[config.mk]
export PLATFORM = sky130hd
export DESIGN_NAME = csi_debug_frame_line_counters
export DESIGN_NICKNAME = d
export VERILOG_FILES = /design/src/verilog/csi_debug_pkg.sv /design/src/verilog/event_fifo.sv /design/src/verilog/snap_tally.sv /design/src/verilog/csi_debug_frame_line_counters.sv
export SDC_FILE = /design/constraint.sdc
export NUM_CORES = 1
export LEC_CHECK = 0
export ABC_CLOCK_PERIOD_IN_PS = 2350
export BUFFER_PORTS_ARGS = -buffer_cell sky130_fd_sc_hd__buf_2
export CAP_MARGIN = 10
export CELL_PAD_IN_SITES_DETAIL_PLACEMENT = 0
export CELL_PAD_IN_SITES_GLOBAL_PLACEMENT = 1
export CORE_ASPECT_RATIO = 0.5
export CORE_MARGIN = 8
export CORE_UTILIZATION = 45
export CTS_CLUSTER_SIZE = 30
export DETAILED_ROUTE_END_ITERATION = 10
export PLACE_DENSITY_LB_ADDON = 0.1
export SYNTH_ARGS = -nofsm -noshare
export SYNTH_HDL_FRONTEND = slang
export SYNTH_SLANG_ARGS = --single-unit
[constraint.sdc]
create_clock -name ref_clk -period 2.35 [get_ports ref_clk]
set_input_delay 0.3525 -clock ref_clk [delete_from_list [all_inputs] [get_ports ref_clk]]
set_output_delay 0.3525 -clock ref_clk [all_outputs]
set_load 0.02 [all_outputs]
[src/verilog/csi_debug_pkg.sv]
// Shared constants for the CSI-2 debug frame and line counter bank
package csi_debug_pkg;

  // ----------------------------------------------------------------
  // Register map
  // ----------------------------------------------------------------
  localparam logic [7:0] BANK_BASE      = 8'h90;
  localparam logic [7:0] BANK_MASK      = 8'hf0;
  localparam logic [7:0] PORT0_FRAMES_UPPER     = 8'h90;
  localparam logic [7:0] PORT0_FRAMES_LOWER     = 8'h91;
  localparam logic [7:0] PORT0_BAD_FRAMES_UPPER = 8'h92;
  localparam logic [7:0] PORT0_BAD_FRAMES_LOWER = 8'h93;
  localparam logic [7:0] PORT0_LINES_UPPER      = 8'h94;
  localparam logic [7:0] PORT0_LINES_LOWER      = 8'h95;
  localparam logic [7:0] PORT0_BAD_LINES_UPPER  = 8'h96;
  localparam logic [7:0] PORT0_BAD_LINES_LOWER  = 8'h97;
  localparam logic [7:0] PORT1_FRAMES_UPPER     = 8'h98;
  localparam logic [7:0] PORT1_FRAMES_LOWER     = 8'h99;
  localparam logic [7:0] PORT1_LINES_UPPER      = 8'h9c;

  // Address bit picking the lower (snapshot) byte, and the index field
  localparam int          LOWER_BIT      = 0;
  localparam int          INDEX_LSB      = 1;
  localparam int          INDEX_W        = 3;
  localparam int          NUM_TALLIES    = 8;
  localparam int          KINDS_PER_PORT = 4;

  // Tally kinds within one port
  localparam int          KIND_FRAMES     = 0;
  localparam int          KIND_BAD_FRAMES = 1;
  localparam int          KIND_LINES      = 2;
  localparam int          KIND_BAD_LINES  = 3;

  // ----------------------------------------------------------------
  // Widths and reset values
  // ----------------------------------------------------------------
  localparam int          TALLY_W        = 16;
  localparam int          BYTE_W         = 8;
  localparam logic [15:0] TALLY_RESET    = 16'h0000;
  localparam logic [15:0] TALLY_ONE      = 16'h0001;
  localparam logic [7:0]  BYTE_RESET     = 8'h00;
  localparam logic [7:0]  UNMAPPED_VALUE = 8'h00;

  // ----------------------------------------------------------------
  // Event word carried through the FIFO
  // ----------------------------------------------------------------
  localparam int          EVT_W          = 4;
  localparam int          EVT_ERR_BIT    = 0;
  localparam int          EVT_LINE_BIT   = 1;
  localparam int          EVT_FRAME_BIT  = 2;
  localparam int          EVT_PORT_BIT   = 3;
  localparam int          FIFO_DEPTH     = 16;

endpackage : csi_debug_pkg

[src/verilog/event_fifo.sv]
// Synchronous FIFO with valid and ready on both sides
`timescale 1ns/100ps
module event_fifo #(
  parameter int WIDTH = 4,
  parameter int DEPTH = 16
) (
  input  wire logic             ref_clk,
  input  wire logic             rst,
  input  wire logic             in_valid,
  output logic                  in_ready,
  input  wire logic [WIDTH-1:0] in_data,
  output logic                  out_valid,
  input  wire logic             out_ready,
  output logic      [WIDTH-1:0] out_data
);

  localparam int AW = $clog2(DEPTH);

  logic [WIDTH-1:0] mem [DEPTH];
  logic [AW:0]      wr_ptr_q;
  logic [AW:0]      rd_ptr_q;
  logic             push;
  logic             pop;
  logic             full;
  logic             empty;

  // ----------------------------------------------------------------
  // Flags: extra pointer bit tells full from empty
  // ----------------------------------------------------------------
  assign empty     = (wr_ptr_q == rd_ptr_q);
  assign full      = (wr_ptr_q[AW-1:0] == rd_ptr_q[AW-1:0]) && (wr_ptr_q[AW] != rd_ptr_q[AW]);
  assign in_ready  = !full;
  assign out_valid = !empty;
  assign push      = in_valid && !full;
  assign pop       = out_ready && !empty;
  assign out_data  = mem[rd_ptr_q[AW-1:0]];

  always_ff @(posedge ref_clk) begin
    if (push) begin
      mem[wr_ptr_q[AW-1:0]] <= in_data;
    end
  end

  always_ff @(posedge ref_clk) begin
    if (rst) begin
      wr_ptr_q <= '0;
    end else if (push) begin
      wr_ptr_q <= wr_ptr_q + 1'b1;
    end
  end

  always_ff @(posedge ref_clk) begin
    if (rst) begin
      rd_ptr_q <= '0;
    end else if (pop) begin
      rd_ptr_q <= rd_ptr_q + 1'b1;
    end
  end

endmodule : event_fifo

[src/verilog/snap_tally.sv]
// One 16-bit tally; capture snapshots its low byte and clears the whole count
`timescale 1ns/100ps
module snap_tally (
  input  wire logic       ref_clk,
  input  wire logic       rst,
  input  wire logic       inc,
  input  wire logic       capture,
  output logic [15:0]     count,
  output logic [7:0]      snapshot
);

  logic [15:0] count_q;
  logic [7:0]  snap_q;

  assign count    = count_q;
  assign snapshot = snap_q;

  // Increment wraps; a concurrent increment survives the clear
  always_ff @(posedge ref_clk) begin
    if (rst) begin
      count_q <= csi_debug_pkg::TALLY_RESET;
    end else if (capture) begin
      count_q <= inc ? csi_debug_pkg::TALLY_ONE : csi_debug_pkg::TALLY_RESET;
    end else if (inc) begin
      count_q <= count_q + csi_debug_pkg::TALLY_ONE;
    end
  end

  always_ff @(posedge ref_clk) begin
    if (rst) begin
      snap_q <= csi_debug_pkg::BYTE_RESET;
    end else if (capture) begin
      snap_q <= count_q[csi_debug_pkg::BYTE_W-1:0];
    end
  end

endmodule : snap_tally

[src/verilog/csi_debug_frame_line_counters.sv]
// Frame and line diagnostic tallies for two CSI-2 output ports
`timescale 1ns/100ps

module csi_debug_frame_line_counters (
  input  wire logic       ref_clk,
  input  wire logic       rst,
  input  wire logic       evt_valid,
  output logic            evt_ready,
  input  wire logic       evt_port,
  input  wire logic       evt_frame_end,
  input  wire logic       evt_line_end,
  input  wire logic       evt_pkt_err,
  input  wire logic       rd_en,
  input  wire logic [7:0] rd_addr,
  output logic [7:0]      rd_data,
  output logic            rd_valid
);

  localparam int NT = csi_debug_pkg::NUM_TALLIES;
  localparam int KP = csi_debug_pkg::KINDS_PER_PORT;

  // ----------------------------------------------------------------
  // Address decode
  // ----------------------------------------------------------------
  function automatic logic in_bank(input logic [7:0] addr);
    return (addr & csi_debug_pkg::BANK_MASK) == csi_debug_pkg::BANK_BASE;
  endfunction : in_bank

  function automatic logic [2:0] tally_index(input logic [7:0] addr);
    return addr[csi_debug_pkg::INDEX_LSB +: csi_debug_pkg::INDEX_W];
  endfunction : tally_index

  // ----------------------------------------------------------------
  // Event FIFO
  // ----------------------------------------------------------------
  logic [csi_debug_pkg::EVT_W-1:0] evt_word;
  logic [csi_debug_pkg::EVT_W-1:0] fifo_word;
  logic                            fifo_valid;
  logic                            drain_ready;
  logic                            take;

  assign evt_word = {evt_port, evt_frame_end, evt_line_end, evt_pkt_err};

  // Draining pauses on register reads so a capture never meets an update
  assign drain_ready = !rd_en;
  assign take        = fifo_valid && drain_ready;

  event_fifo #(
    .WIDTH (csi_debug_pkg::EVT_W),
    .DEPTH (csi_debug_pkg::FIFO_DEPTH)
  ) u_fifo (
    .ref_clk   (ref_clk),
    .rst       (rst),
    .in_valid  (evt_valid),
    .in_ready  (evt_ready),
    .in_data   (evt_word),
    .out_valid (fifo_valid),
    .out_ready (drain_ready),
    .out_data  (fifo_word)
  );

  // ----------------------------------------------------------------
  // Per-port error tracking
  // ----------------------------------------------------------------
  logic       ev_port;
  logic       ev_frame;
  logic       ev_line;
  logic       ev_err;
  logic [1:0] line_bad_q;
  logic [1:0] frame_bad_q;
  logic       line_bad;
  logic       frame_bad;

  assign ev_port   = fifo_word[csi_debug_pkg::EVT_PORT_BIT];
  assign ev_frame  = fifo_word[csi_debug_pkg::EVT_FRAME_BIT];
  assign ev_line   = fifo_word[csi_debug_pkg::EVT_LINE_BIT];
  assign ev_err    = fifo_word[csi_debug_pkg::EVT_ERR_BIT];
  // An error in the closing event still taints its line and frame
  assign line_bad  = line_bad_q[ev_port] || ev_err;
  assign frame_bad = frame_bad_q[ev_port] || ev_err;

  always_ff @(posedge ref_clk) begin
    if (rst) begin
      line_bad_q <= '0;
    end else if (take) begin
      line_bad_q[ev_port] <= ev_line ? 1'b0 : line_bad;
    end
  end

  always_ff @(posedge ref_clk) begin
    if (rst) begin
      frame_bad_q <= '0;
    end else if (take) begin
      frame_bad_q[ev_port] <= ev_frame ? 1'b0 : frame_bad;
    end
  end

  // ----------------------------------------------------------------
  // Tallies: index is port * 4 + kind
  // ----------------------------------------------------------------
  logic [NT-1:0] inc;
  logic [NT-1:0] capture;
  logic [15:0]   count   [NT];
  logic [7:0]    snap    [NT];
  logic          rd_hit;
  logic          rd_lower;
  logic [2:0]    rd_idx;

  assign rd_hit   = in_bank(rd_addr);
  assign rd_lower = rd_addr[csi_debug_pkg::LOWER_BIT];
  assign rd_idx   = tally_index(rd_addr);

  always_comb begin
    inc = '0;
    if (take) begin
      inc[int'(ev_port) * KP + csi_debug_pkg::KIND_FRAMES]     = ev_frame;
      inc[int'(ev_port) * KP + csi_debug_pkg::KIND_BAD_FRAMES] = ev_frame && frame_bad;
      inc[int'(ev_port) * KP + csi_debug_pkg::KIND_LINES]      = ev_line;
      inc[int'(ev_port) * KP + csi_debug_pkg::KIND_BAD_LINES]  = ev_line && line_bad;
    end
  end

  // Only an upper-byte read captures and clears
  always_comb begin
    capture = '0;
    if (rd_en && rd_hit && !rd_lower) begin
      capture[rd_idx] = 1'b1;
    end
  end

  for (genvar i = 0; i < NT; i++) begin : g_tally
    snap_tally u_tally (
      .ref_clk  (ref_clk),
      .rst      (rst),
      .inc      (inc[i]),
      .capture  (capture[i]),
      .count    (count[i]),
      .snapshot (snap[i])
    );
  end

  // ----------------------------------------------------------------
  // Read data path
  // ----------------------------------------------------------------
  logic [7:0] rd_data_q;
  logic       rd_valid_q;

  assign rd_data  = rd_data_q;
  assign rd_valid = rd_valid_q;

  // Lower byte is only coherent if the upper byte was read first
  always_ff @(posedge ref_clk) begin
    if (rst) begin
      rd_data_q <= csi_debug_pkg::BYTE_RESET;
    end else if (rd_en) begin
      if (!rd_hit) begin
        rd_data_q <= csi_debug_pkg::UNMAPPED_VALUE;
      end else if (rd_lower) begin
        rd_data_q <= snap[rd_idx];
      end else begin
        rd_data_q <= count[rd_idx][csi_debug_pkg::TALLY_W-1:csi_debug_pkg::BYTE_W];
      end
    end
  end

  always_ff @(posedge ref_clk) begin
    if (rst) begin
      rd_valid_q <= 1'b0;
    end else begin
      rd_valid_q <= rd_en;
    end
  end

endmodule : csi_debug_frame_line_counters

Yosys cells after proc, flatten, opt, wreduce, memory -nomap -nowiden
Memories as Yosys holds them, arrays and structs flattened. A register that Yosys moved wholly into a read port is not among the register bits.
Index checks and enable logic that the tools add are counted.
{"block": "word_totals", "reg_bits": 215, "ramBits": 64, "input_bits": 16, "output_inout_bits": 10, "wordCells": 143, "mem_count": 1}
{"block": "op_classes", "n_addsub": 13, "order_cmp": 13, "n_eq_ne": 4, "n_mux": 61, "n_bitwise": 2, "n_reduce_logical": 27}
{"memory": "u_fifo.mem", "depth": 16, "width": 4, "read_ports": 1, "rd_ports_with_merged_regs": 1, "wr": 1, "line_no": "event_fifo.sv:19", "text": "logic [WIDTH-1:0] mem [DEPTH];"}
{"operator": "$mux 16", "n": 18}
{"operator": "$add 16x1->16 const B", "n": 8}
{"operator": "$bmux 16 s3", "n": 1}
{"operator": "$mux 8", "n": 6}
{"operator": "$bmux 8 s3", "n": 1}
{"operator": "$bwmux 8", "n": 3}
{"operator": "$mux 1", "n": 22}
{"operator": "$reduce_bool 2->1", "n": 8}
{"operator": "$logic_and 1x1->1", "n": 13}
{"operator": "$demux 1 s3", "n": 4}
{"operator": "$ge 4x1->1 const B", "n": 3}
{"operator": "$lt 4x4->1 const B", "n": 3}
{"operator": "$add 5x1->5 const B", "n": 2}
{"operator": "$add 3x2->4 const B", "n": 2}
{"operator": "$and 8x5->8", "n": 1}
{"operator": "$lt 3x4->1 const B", "n": 2}
{"operator": "$mux 4", "n": 2}
{"operator": "$ge 3x1->1 const B", "n": 2}
{"operator": "$eq 5x5->1", "n": 1}
{"operator": "$add 3x1->4 const B", "n": 1}
{"operator": "$bwmux 2", "n": 2}
{"operator": "$eq 4x4->1", "n": 1}
{"operator": "$eq 4x4->1 const B", "n": 1}
{"operator": "$ge 4x4->1 const B", "n": 1}
{"operator": "other kinds (7)", "n": 12}

Longest topological paths before layout
{"block": "logic_depth", "word_depth": 11, "ltp_mapped": 11, "mapped_depth_nobuf": 7}

Cells and area by module
Synthesis repeated with hierarchy kept, for this count alone.
{"block": "unflattened", "hier_cells": 1224, "area_unflattened_um2": 13007.5}
{"mod": "snap_tally", "instances": 8, "cells_each": 113, "area_each_um2": 1011.0, "seq_area_each_um2": 480.5}
{"mod": "event_fifo", "instances": 1, "cells_each": 193, "area_each_um2": 3310.7, "seq_area_each_um2": 2202.1}
{"mod": "csi_debug_frame_line_counters", "instances": 1, "cells_each": 127, "area_each_um2": 1609.0, "seq_area_each_um2": 260.2}

Worst setup path before layout
No wires, ideal clock.
{"block": "synth_timing", "path_kind": "register to register", "start": "register with a tool-made name", "end": "register g_tally[1].u_tally.count_q[15]", "setup_ps": 123, "t_arrival_ps": 2383, "required_ps": 2227, "path_slack_ps": -156, "path_stages_with_launch": 9, "n_path_buf": 1, "period_less_slack_ps": 2506, "cell_sequence": "dfxtp_1 > buf_6 > mux4_2 > mux2i_4 > mux2_4 > mux2i_2 > a211oi_4 > nand2_2 > mux2_1"}
{"item": "to (signal assigned)", "line_no": "snap_tally.sv:21", "text": "count_q <= csi_debug_pkg::TALLY_RESET;"}
{"item": "to (signal assigned)", "line_no": "snap_tally.sv:23", "text": "count_q <= inc ? csi_debug_pkg::TALLY_ONE : csi_debug_pkg::TALLY_RESET;"}
{"item": "to (signal assigned)", "line_no": "snap_tally.sv:25", "text": "count_q <= count_q + csi_debug_pkg::TALLY_ONE;"}
{"item": "to (decl)", "line_no": "snap_tally.sv:12", "text": "logic [15:0] count_q;"}

==> results by group <==
Outcome
  • Status: finished with violations
  • Failing checks: negative setup slack

Timing
  • Final min period: approximately 2600 ps
  • Fin Hold WS: 176 ps
  • Setup violations, final: around 110
  • Worst-margin pin slew: 724 ps
  • Crit share post-route: 111%
  • Endpoints failing hold: 0
  • Max-slew violation count: 0
  • Clock skew: approximately 10 ps
  • Slew margin rel.: 51.4%
  • FMAX: 0.384 GHz
  • PnR worst setup slack: -254 ps
  • RSZ-0062 raised after global routing: true

Global routing
  • Met1 Track Usage GR: between 20% and 30%
  • Number of global-route vias before repair: around 9.6k
  • Total congestion overflow: 0
  • Met3 capacity usage during global routing: about 3.4%
  • GR Util met2: around a third
  • Total GRT Usage: 19.9%
  • GR peak layer: met2
  • Pin count of the biggest net entering global routing: 33
  • First-pass GRT wire length: 55500 um
  • Initial antenna violation count: 2

Yosys
  • Syn_nets: between 1k and 1.5k
  • Post-Synth XOR/XNOR Area: ~6.7%
  • EDFF count, synth: 64
  • Ranking of synthesized cells by area: dfxtp_1 (34%), edfxtp_1 (15%), mux4_2 (6.7%)
  • Post-synthesis sequential area ratio: 48.3%
  • Cell Area, Synth: approximately 13000 um2
  • Adder-cell share of the synthesized area: under 10%
  • Top-count cell post-synth: dfxtp_1
  • Async SR Flop Fraction: 0%
  • Top cell type's share of synthesized area: around a third
  • Syn avg cell area: about 10 um2
  • Multiplexer area fraction after synthesis: 13.1%
  • Largest family of logic cells by synthesized area: simple AND/OR/NAND/NOR gates
  • Synth Area in Compound Gates: 7.89%
  • Cell count after synthesis: ~1.3k
  • Biggest area consumer among synthesized cells: dfxtp_1
  • Post-Synth Simple-Gate Area: roughly 20%
  • Synth Flop Type: dfxtp_1
  • Synth top cells by count: dfxtp_1 (219), nor2_1 (183), nand2_1 (119), a21oi_1 (80), xor2_1 (73)
  • Yosys reg bits: around 280
  • YS warnings: 0
  • Synth unique cells: 68

Power
  • Comb pwr share: 13.5%
  • P_int: ~0.0086 W
  • Maximum vdd drop: 732 uV
  • Power Dens Cells: between 700 and 800 nW/um2
  • Total Power: between 0.01 and 0.015 W
  • Sw Share: 24.3%
  • Leakage: around 5.8 nW
  • Sequential Power Share: about 45%
  • Clock Power Share: a little over two fifths
  • Sw Pwr: 0.00274 W

CTS
  • CTS tree: built
  • CTS Root Cell: clkbuf_16
  • CTS sink count: roughly 280
  • Clk_lat worst skew: 560 ps
  • CTS Hold Bufs: 0
  • TritonCTS Buffers: 27
  • Reg clk slew, reported paths: around 70 ps
  • H-tree depth: 1
  • Maximum clock path buffer count: 3

Worst setup path
  • Critical path type: flip-flop to flip-flop
  • Worst setup SP type: flip-flop
  • Critical path required time: approximately 2800 ps
  • WP buf/inv: 2
  • Critical Path Fanout Max: 10
  • Worst setup EP type: flip-flop
  • Cell mode on critical path: mux4_2
  • Worst-path cell chain: buf_6 -> mux4_2 -> mux4_2 -> o211ai_1 -> nor4b_4 -> buf_4 -> nand4_1 -> xor2_1 -> nor2_1
  • Kind of cell adding the most delay to the critical path: multiplexers
  • Slowest cell on crit path: mux4_2
  • Worst path max stage delay: roughly 510 ps
  • CP Data Arrival Time: between 3000 and 4000 ps
  • FF-to-FF setup slack: -250 ps

Floorplan
  • Chip Width: between 200 and 300 um
  • Die ar.: 35000 um2
  • Die height: between 100 and 150 um
  • Row Count: 44
  • Starting density of the core: between 40% and 50%
  • Core Area: roughly 29000 um2
  • I/O pins: 26

Place
  • Placed cells: about 1.8k
  • GP Congestion: 0.857
  • Post-detail-place hpwl: 26300 um
  • Port Buffers: 25

Detailed routing
  • DRC: 0
  • Routed WL per cell: between 15 and 20 um
  • Vias post-DR: roughly 10k
  • DR vias/cell: ~5.6
  • Routed Antenna Nets: 0
  • DRT Wirelength: between 30000 and 40000 um
  • DRT iter0 DRCs: 811
  • Initial DRT Pass Iterations: 5

Cells and area
  • Nets: 1450
  • ANT cells: 0
  • Fillers: about 2.6k
  • Share of layout cells above drive strength 1: between 20 and 25%
  • FF+latch area: about 6300 um2
  • Final Non-Filler Cells: roughly 1.8k
  • Multi-input gate area: approximately 6700 um2
  • Fin util: a little under three fifths
  • Layout area overhead: 22.0%

Run
  • Max-cap violations: 0

Hold path
  • Hold_sp: evt_port
  • Tightest Hold Check Type: input pin to flip-flop
cells by family after synthesis:
logic type / Yosys count
and+or+nand+nor: 531
DFF: 283
AOI/OAI and AO/OA: 170
muxes: 116
xor gates and xnor gates: 100
buffers and inverters: 95
adders and majority gates: 13
metrics by stage:
stage | setup WS [ps] | instance area, um2 | setup TNS, ps
3_5_place_dp | -422 | 14400 | -24560
2_1_floorplan | -91.2 | 13100 | -1150
3_3_place_gp | -334 | 14400 | -18660
4_1_cts | -241 | 15800 | -11890
5_1_grt | -422 | 15900 | -27180
6_report | -254 | 15900 | -11890
layer usage:
metal / routed length (um) / share of wire [%]
met5: 29 / 0.081
met4: 489 / 1.4
met3: 1890 / 5.3
met2: 16200 / 45
met1: 17200 / 48
power by group through the flow:
stage | sequential [W] | combinational, W | clock [W]
4_1_cts | 0.00508 | 0.00148 | 0.00477
5_1_grt | 0.00509 | 0.00162 | 0.00496
3_3_place_gp | 0.00518 | 0.00120 | 0
2_1_floorplan | 0.00516 | 0.000754 | 0
6_report | 0.00508 | 0.00152 | 0.00469
3_5_place_dp | 0.00519 | 0.00122 | 0
final cells by class:
class / count / area share (%)
Tap cell: 391 / 3.07
Timing Repair Buffer: 158 / 8.87
Clock buffer: 35 / 4.62
Multi-Input combinational cell: 930 / 42.1
Clock inverter: 13 / 1.23
Inverter: 21 / 0.495
Sequential cell: 283 / 39.6
flip-flops by register name, summed over array words and instances (netlist names), named ones only:
register	count
g_tally.u_tally.count	128
g_tally.u_tally.snapshot	64
u_fifo.mem	64
rd_data	8
u_fifo.rd_ptr_q	5
u_fifo.wr_ptr_q	5
frame_bad_q	2
line_bad_q	2
rd_valid	1
cells in the final DEF (no fill, tap or decap), types with 5 or more instances in the layout:
cell,instances
nand3_1,43
dfxtp_1,217
mux2_2,10
clkbuf_1,5
nand3_2,11
o21ai_0,40
buf_12,13
nand4_1,51
inv_1,20
or3_1,25
buf_6,15
a21oi_1,76
mux4_2,39
clkbuf_16,27
buf_2,24
xor2_1,73
nand2_1,116
mux2_4,9
and3_1,24
nor2_1,183
nand2b_1,7
mux2i_1,53
nor3_1,15
and2_1,10
nor2b_1,5
ha_1,13
edfxtp_1,64
buf_4,101
xnor2_1,25
a22oi_1,7
and4_1,8
bufinv_16,5
final timing paths:
path,end,depth (start not counted)
max,g_tally[5].u_tally.count[9],9
min reg2reg,g_tally[0].u_tally.snapshot[1],2
max reg2reg,g_tally[5].u_tally.count[9],9
min,u_fifo.mem[13][3],1
timing repair:
item | in CTS | in global routing
cloned | 3 | 0
gates resized for setup | 69 | 14
setup endpoints to repair | 123 | 126
setup buffers | 14 | 4
pin swaps | 59 | 19
(Power assumes the default switching activity.)
